### config.mk
export PLATFORM = sky130hd
export DESIGN_NAME = modem_status_tracking
export DESIGN_NICKNAME = d
export VERILOG_FILES = /design/src/rtl/modem_status_pkg.sv /design/src/rtl/sync_two_ff.sv /design/src/rtl/modem_status_tracking.sv
export SDC_FILE = /design/constraint.sdc
export NUM_CORES = 1
export LEC_CHECK = 0
export BUFFER_PORTS_ARGS = -buffer_cell sky130_fd_sc_hd__buf_4
export CORE_MARGIN = 5
export CORE_UTILIZATION = 45
export DETAILED_ROUTE_END_ITERATION = 12
export PLACE_DENSITY = 0.74
export SYNTH_ARGS = -nofsm -noshare
export SYNTH_HDL_FRONTEND = slang
export SYNTH_SLANG_ARGS = --single-unit
export TNS_END_PERCENT = 10
### constraint.sdc
create_clock -name pclk -period 2.6 [get_ports pclk]
set_clock_uncertainty 0.15 [all_clocks]
set_input_delay 0.26 -clock pclk [delete_from_list [all_inputs] [get_ports pclk]]
set_output_delay 0.26 -clock pclk [all_outputs]
set_load 0.01 [all_outputs]
### src/rtl/modem_status_pkg.sv
// constants for the modem status tracking block
package modem_status_pkg;
	localparam logic [11:0] modem_line_status_off     = 12'h000;
	localparam logic [11:0] handshake_control_reg_off = 12'h004;
	localparam logic [11:0] irq_status_off            = 12'h008;
	localparam logic [11:0] irq_enable_off            = 12'h00c;
	localparam logic [11:0] irq_clear_off             = 12'h010;
	localparam int          addr_w                    = 12;
	localparam int          loopback_bit              = 4;
	localparam logic [4:0]  handshake_control_reset   = 5'h00;
	localparam logic [3:0]  flags_reset               = 4'h0;
	localparam logic [3:0]  pins_idle_n               = 4'hf;
	localparam int          cts_pos                   = 0;
	localparam int          dsr_pos                   = 1;
	localparam int          ring_pos                  = 2;
	localparam int          carrier_pos               = 3;
	localparam int          irq_modem_pos             = 0;
	localparam logic [7:0]  irq_reset                 = 8'h00;
endpackage : modem_status_pkg

### src/rtl/sync_two_ff.sv
// two flip-flop synchroniser, one bit
`timescale 1ns/1ps
`default_nettype none
module sync_two_ff #(
	parameter logic idle_level = 1'b1  // level held through reset
) (
	input  wire logic pclk,     // clock
	input  wire logic presetn,  // async reset, active low
	input  wire logic d,        // async input
	output logic      q         // synchronised output
);
	logic meta_reg;
	logic meta_next;
	logic q_next;
	always_comb begin
		meta_next = d;
		q_next    = meta_reg;
	end
	// reset to the idle level so release shows no false edge
	always_ff @(posedge pclk or negedge presetn) begin
		if (!presetn) begin
			meta_reg <= idle_level;
			q        <= idle_level;
		end else begin
			meta_reg <= meta_next;
			q        <= q_next;
		end
	end
endmodule : sync_two_ff
`default_nettype wire

### src/rtl/modem_status_tracking.sv
// modem status register with change flags, loop-back and apb access
//
// The implementer's own choices: the register offsets and the APB interface to the registers.
`timescale 1ns/1ps
`default_nettype none
module modem_status_tracking (
	input  wire logic                             pclk,          // apb clock 10 MHz
	input  wire logic                             presetn,       // async reset, active low
	input  wire logic                             psel,          // apb select
	input  wire logic                             penable,       // apb enable
	input  wire logic                             pwrite,        // apb direction
	input  wire logic [modem_status_pkg::addr_w-1:0] paddr,      // apb byte address
	input  wire logic [31:0]                      pwdata,        // apb write data
	output logic      [31:0]                      prdata,        // apb read data
	output logic                                  pready,        // apb ready
	output logic                                  pslverr,       // apb error
	input  wire logic                             cts_in_n,      // clear to send, low active
	input  wire logic                             dsr_in_n,      // data set ready, low active
	input  wire logic                             ring_indicator_in_n,  // ring, low active
	input  wire logic                             carrier_detect_in_n,  // carrier, low active
	output logic                                  modem_irq_req, // modem status request
	output logic                                  irq            // masked interrupt level
);
	import modem_status_pkg::*;

	// ****************************************************************
	// input synchronisers
	// ****************************************************************
	logic [3:0] pins_n;
	logic [3:0] pins_sync_n;
	assign pins_n[cts_pos]     = cts_in_n;
	assign pins_n[dsr_pos]     = dsr_in_n;
	assign pins_n[ring_pos]    = ring_indicator_in_n;
	assign pins_n[carrier_pos] = carrier_detect_in_n;

	// every pin passes two flops before any logic reads it
	genvar gi;
	generate
		for (gi = 0; gi < 4; gi++) begin : g_sync
			sync_two_ff #(.idle_level(pins_idle_n[gi])) u_sync (
				.pclk    (pclk),
				.presetn (presetn),
				.d       (pins_n[gi]),
				.q       (pins_sync_n[gi])
			);
		end
	endgenerate

	// ****************************************************************
	// apb decode
	// ****************************************************************
	logic access;
	logic wr_en;
	logic rd_en;
	assign access = psel && penable;
	assign wr_en  = access && pwrite;
	assign rd_en  = access && !pwrite;

	// write data above bit 7 has no storage behind it
	logic unused_wdata;
	assign unused_wdata = ^pwdata[31:8];

	logic hit_status;
	logic hit_control;
	logic hit_irq_status;
	logic hit_irq_enable;
	logic hit_irq_clear;
	logic hit_any;
	always_comb begin
		hit_status     = 1'b0;
		hit_control    = 1'b0;
		hit_irq_status = 1'b0;
		hit_irq_enable = 1'b0;
		hit_irq_clear  = 1'b0;
		if (paddr == modem_line_status_off) begin
			hit_status = 1'b1;
		end else if (paddr == handshake_control_reg_off) begin
			hit_control = 1'b1;
		end else if (paddr == irq_status_off) begin
			hit_irq_status = 1'b1;
		end else if (paddr == irq_enable_off) begin
			hit_irq_enable = 1'b1;
		end else if (paddr == irq_clear_off) begin
			hit_irq_clear = 1'b1;
		end
	end
	// an unmapped offset hits nothing and is answered with an error
	assign hit_any = hit_status | hit_control | hit_irq_status | hit_irq_enable | hit_irq_clear;

	// ****************************************************************
	// modem control, loop-back and live state
	// ****************************************************************
	logic [4:0] handshake_control_reg;
	logic [4:0] handshake_control_next;
	logic [3:0] prev_sync_n_reg;
	logic [3:0] prev_sync_n_next;
	logic [3:0] flags_reg;
	logic [3:0] flags_next;
	logic [3:0] live;
	logic [3:0] edge_set;
	logic       loopback;

	assign loopback = handshake_control_reg[loopback_bit];

	always_comb begin
		handshake_control_next = handshake_control_reg;
		if (wr_en && hit_control) begin
			handshake_control_next = pwdata[4:0];
		end
	end

	// leaving loop-back compares the pins with the looped history and may flag
	always_ff @(posedge pclk or negedge presetn) begin
		if (!presetn) begin
			handshake_control_reg <= handshake_control_reset;
		end else begin
			handshake_control_reg <= handshake_control_next;
		end
	end

	// live state, bit order cts, dsr, ring, carrier
	always_comb begin
		if (loopback) begin
			live[carrier_pos] = handshake_control_reg[3];
			live[ring_pos]    = handshake_control_reg[2];
			live[dsr_pos]     = handshake_control_reg[0];
			live[cts_pos]     = handshake_control_reg[1];
		end else begin
			live = ~pins_sync_n;
		end
	end

	// change detection on the live view so loop-back changes are seen too
	logic [3:0] live_prev;
	assign live_prev = ~prev_sync_n_reg;
	always_comb begin
		prev_sync_n_next = ~live;
		edge_set[carrier_pos] = live[carrier_pos] ^ live_prev[carrier_pos];
		edge_set[dsr_pos]     = live[dsr_pos] ^ live_prev[dsr_pos];
		edge_set[cts_pos]     = live[cts_pos] ^ live_prev[cts_pos];
		// ring input low to high means the live bit falls
		edge_set[ring_pos]    = live_prev[ring_pos] & ~live[ring_pos];
	end

	// history resets to idle so pins resting idle at release give no edge
	always_ff @(posedge pclk or negedge presetn) begin
		if (!presetn) begin
			prev_sync_n_reg <= pins_idle_n;
		end else begin
			prev_sync_n_reg <= prev_sync_n_next;
		end
	end

	// ****************************************************************
	// change flags
	// ****************************************************************
	// set wins over the read clear
	always_comb begin
		flags_next = flags_reg;
		if (rd_en && hit_status) begin
			flags_next = flags_reset;
		end
		flags_next = flags_next | edge_set;
	end

	always_ff @(posedge pclk or negedge presetn) begin
		if (!presetn) begin
			flags_reg <= flags_reset;
		end else begin
			flags_reg <= flags_next;
		end
	end

	// ****************************************************************
	// interrupt status, enable, clear
	// ****************************************************************
	logic [7:0] irq_status_reg;
	logic [7:0] irq_status_next;
	logic [7:0] irq_enable_reg;
	logic [7:0] irq_enable_next;
	logic       modem_irq_next;
	logic       irq_next;
	logic       modem_event;

	assign modem_event = |edge_set;

	always_comb begin
		irq_status_next = irq_status_reg;
		if (wr_en && hit_irq_clear) begin
			irq_status_next = irq_status_reg & ~pwdata[7:0];
		end
		// set after the clear so an event in the clear cycle survives
		if (modem_event) begin
			irq_status_next[irq_modem_pos] = 1'b1;
		end
	end

	always_ff @(posedge pclk or negedge presetn) begin
		if (!presetn) begin
			irq_status_reg <= irq_reset;
		end else begin
			irq_status_reg <= irq_status_next;
		end
	end

	always_comb begin
		irq_enable_next = irq_enable_reg;
		if (wr_en && hit_irq_enable) begin
			irq_enable_next = pwdata[7:0];
		end
	end

	always_ff @(posedge pclk or negedge presetn) begin
		if (!presetn) begin
			irq_enable_reg <= irq_reset;
		end else begin
			irq_enable_reg <= irq_enable_next;
		end
	end

	// ****************************************************************
	// interrupt request outputs
	// ****************************************************************
	// next values keep both requests in step with the flags and status
	always_comb begin
		modem_irq_next = |flags_next;
		irq_next       = |(irq_status_next & irq_enable_next);
	end

	always_ff @(posedge pclk or negedge presetn) begin
		if (!presetn) begin
			modem_irq_req <= 1'b0;
			irq           <= 1'b0;
		end else begin
			modem_irq_req <= modem_irq_next;
			irq           <= irq_next;
		end
	end

	// ****************************************************************
	// read data
	// ****************************************************************
	logic [7:0]  status_word;
	assign status_word = {live[carrier_pos], live[ring_pos], live[dsr_pos], live[cts_pos],
		flags_next};

	logic [31:0] prdata_next;
	logic        pslverr_next;
	logic        pready_next;
	// read data is latched in the setup cycle, so the access phase needs no wait
	always_comb begin
		prdata_next  = 32'h0000_0000;
		pslverr_next = 1'b0;
		pready_next  = psel && !penable;
		if (psel && !penable && !pwrite) begin
			if (hit_status) begin
				prdata_next[7:0] = status_word;
			end else if (hit_control) begin
				prdata_next[4:0] = handshake_control_reg;
			end else if (hit_irq_status) begin
				prdata_next[7:0] = irq_status_reg;
			end else if (hit_irq_enable) begin
				prdata_next[7:0] = irq_enable_reg;
			end
		end else if (access) begin
			prdata_next = prdata;
		end
		if (psel && !penable) begin
			pslverr_next = !hit_any;
		end else if (access) begin
			pslverr_next = pslverr;
		end
	end

	// ****************************************************************
	// apb response registers
	// ****************************************************************
	// pready stands for the access phase only; penable high drops it again
	always_ff @(posedge pclk or negedge presetn) begin
		if (!presetn) begin
			prdata  <= 32'h0000_0000;
			pslverr <= 1'b0;
			pready  <= 1'b0;
		end else begin
			prdata  <= prdata_next;
			pslverr <= pslverr_next;
			pready  <= pready_next;
		end
	end
endmodule : modem_status_tracking
`default_nettype wire

==> out/results.txt <==
Routed len/inst -> 14.2 um
Cell leakage power -> 1.33 nW
First-pass GRT wire length -> 7.80 mm
Endpoints failing setup -> 0
Nets -> 318
Placed inst area -> 0.00272 sq mm
Std cell rows -> 26
Yosys cell types -> 45
Slew at the pin closest to its max-slew limit -> 578 ps
Syn_area_per_cell -> 11.5 sq um
Antenna Nets Post-Route -> 0
Synth area leader -> dfrtp_1
Synth area leaders -> dfrtp_1 (40%), dfstp_2 (14%), buf_4 (7.7%)
CTS clock-pin slew for the worst setup and hold paths -> 80 ps
EDFF count, synth -> 0
Share of post-route cells with drive strength above 1 -> 0.380
Crit path max fanout -> 6
Worst Hold Class -> primary input to flip-flop
Worst setup path class -> primary input to flip-flop
Root Buffer -> clkbuf_8
Reg2reg path depth -> 5
Post-Syn Area -> 0.00233 sq mm
CP Data Arrival Time -> 2360 ps
RSZ-0062 raised after global routing -> false
Critical Path End Type -> flip-flop
CTS tree -> done
Count leader, synth -> dfrtp_1
Skew-Pair Late Insertion Delay -> 290 ps
Reg2Reg Setup Slack -> 380 ps
Status -> finished clean
VDD IR max -> 0.445 mV
Max capacitance violation total -> 0
Placed wire-length estimate -> 3.83 mm
CTS Buffer Depth -> 2
WL final -> 4.77 mm
Num ports -> 89
Synth cell count leaders -> dfrtp_1 (37), buf_4 (24), nand2_1 (15)
Vias per cell -> 4.84
RD Place Congestion -> 0.843
# fillers -> 438
Die Width -> 81.9 um
Die height -> 81.9 um
Period utilization -> 0.895
Via count -> 1627
Post-route DRC -> 0
Reg-to-reg critical path endpoint -> irq
Post-CTS Hold Fix Bufs -> 5
Slowest stage delay, CP -> 550 ps
CP max-delay cell -> or4_4
First DRT Iteration DRCs -> 91
Ys flop type -> dfrtp_1
Share of the synthesized area in the top cell type -> 0.398
Post-CTS Resized -> 0
Slew Limit Fails -> 0
Hold Vio Cnt, Final -> 0
TritonCTS Buffers -> 5
Postcts setup bufs -> 0
Final worst path period need -> 2330 ps
Startpoint class of the critical path -> primary input
Flops & latches, synth -> 49
Cell area power density -> 480 mW/mm^2
H-Tree Depth -> 2
Port Buf Inserts -> 40
Core ar. -> 0.00507 sq mm
Initial Util -> 0.459
WHS Endpoint -> pready
Die area -> 0.00671 sq mm
Number of diodes -> 0
Number of global-route vias before repair -> 1668
Gr ovfl total -> 0
Critical Path, Cell by Cell -> buf_4, or4_4, buf_4, or2_2, or2_2, nor2_2, mux2_2
Post-Syn Instances -> 202
Clk sink count -> 49
Worst EP required -> 2630 ps
Hold path depth -> 2
Hold Crit Start -> penable
All-layer global routing usage -> 0.154
Slew headroom -> 0.615
DRT Pass-1 Iters -> 4
Seq/Total Area, Yosys -> 0.533
Pin count of the biggest net entering global routing -> 50
Reg2reg start -> handshake_control_reg[4]
Initial antenna violation count -> 0
Area growth from synthesis to layout -> 23.5%
Max Fclk -> 430 MHz
Post-route design area -> 0.00288 sq mm
Worst Hold Slack -> 2.94 ps
Synth warn -> 0
Ys async rst share -> 1.00
==> worst max-delay path by stage <==
stage,startpoint,end,slack (ps),depth (start not counted)
2_1_floorplan,paddr[8],irq,40,7
3_3_place_gp,paddr[7],irq,-40,8
3_5_place_dp,paddr[7],irq,-80,8
4_1_cts,paddr[7],irq,240,8
5_1_grt,paddr[7],irq,200,8
6_report,paddr[8],handshake_control_reg[3],270,7
==> cell type report <==
type / count / area (sq um) / share of cell area
Clock buffer: 7 / 96.3 / 0.0335
Inverter: 8 / 30.0 / 0.0104
Timing Repair Buffer: 63 / 485 / 0.169
Sequential cell: 49 / 1240 / 0.432
Multi-Input combinational cell: 138 / 930 / 0.323
Clock inverter: 1 / 5.00 / 0.00174
Tap cell: 70 / 87.6 / 0.0305
==> kinds of logic after synthesis <==
| logic type | Yosys count | share of synthesized area |
|---|---|---|
| AOI/OAI and AO/OA | 47 | 0.139 |
| buffers and inverters | 38 | 0.104 |
| muxes | 16 | 0.0747 |
| xor gates and xnor gates | 3 | 0.0113 |
| DFF | 49 | 0.533 |
| and+or+nand+nor | 48 | 0.135 |
| other | 1 | 0.00161 |
==> placed cells by master, fill, tap and decap left out, types with 2 or more instances in the layout <==
| cell | count |
|---|---|
| a21boi_0 | 7 |
| a32oi_1 | 2 |
| a22o_1 | 2 |
| a211oi_1 | 3 |
| dfrtp_1 | 37 |
| mux2_2 | 11 |
| nor4_4 | 3 |
| conb_1 | 24 |
| nor2_1 | 2 |
| mux2i_1 | 5 |
| a32o_1 | 2 |
| nor3_1 | 2 |
| nand2b_1 | 2 |
| xor2_1 | 2 |
| o31ai_1 | 2 |
| a21o_2 | 2 |
| nand4_1 | 2 |
| a221oi_1 | 2 |
| clkbuf_8 | 7 |
| dlygate4sd3_1 | 5 |
| nand2_1 | 15 |
| buf_4 | 58 |
| nand3_1 | 2 |
| a21oi_1 | 4 |
| dfstp_2 | 12 |
| o21ai_0 | 14 |
| nor4_1 | 3 |
| a22oi_1 | 4 |
| and2_1 | 3 |
| or2_2 | 2 |
| inv_1 | 8 |
| or4_1 | 3 |
| nor2b_1 | 2 |
==> per-stage QoR <==
step	utilization	power [mW]	cells	TNS [ps]	setup WS, ps
floorplan	-	0.873	225	0	38.6
global placement	0.537	0.914	323	-156	-44.4
detailed placement	0.537	0.915	323	-255	-81.0
CTS	0.567	1.39	336	0	244
global route	0.567	1.44	336	0	198
finish	0.567	1.38	336	0	273
==> worst max-delay path: cells and delay by family <==
family / cells / cell delay [ps]
and+or+nand+nor: 4 / 1450
muxes: 1 / 370
buffers and inverters: 2 / 280
==> report_power, final <==
group	leakage (nW)	switching, mW	internal [mW]
combinational	0.672	0.0703	0.0508
clock	0.0542	0.233	0.240
sequential	0.599	0.00445	0.781
==> metal layers <==
metal  up-vias  GRT usage  part of all wire
met4         0     0.0465            0.0082
met3         6     0.0351             0.067
met5         -          0                 0
met1       778      0.196              0.43
li1        794          -                 -
met2        49      0.258              0.50
Power figures use the tool's default switching activity.
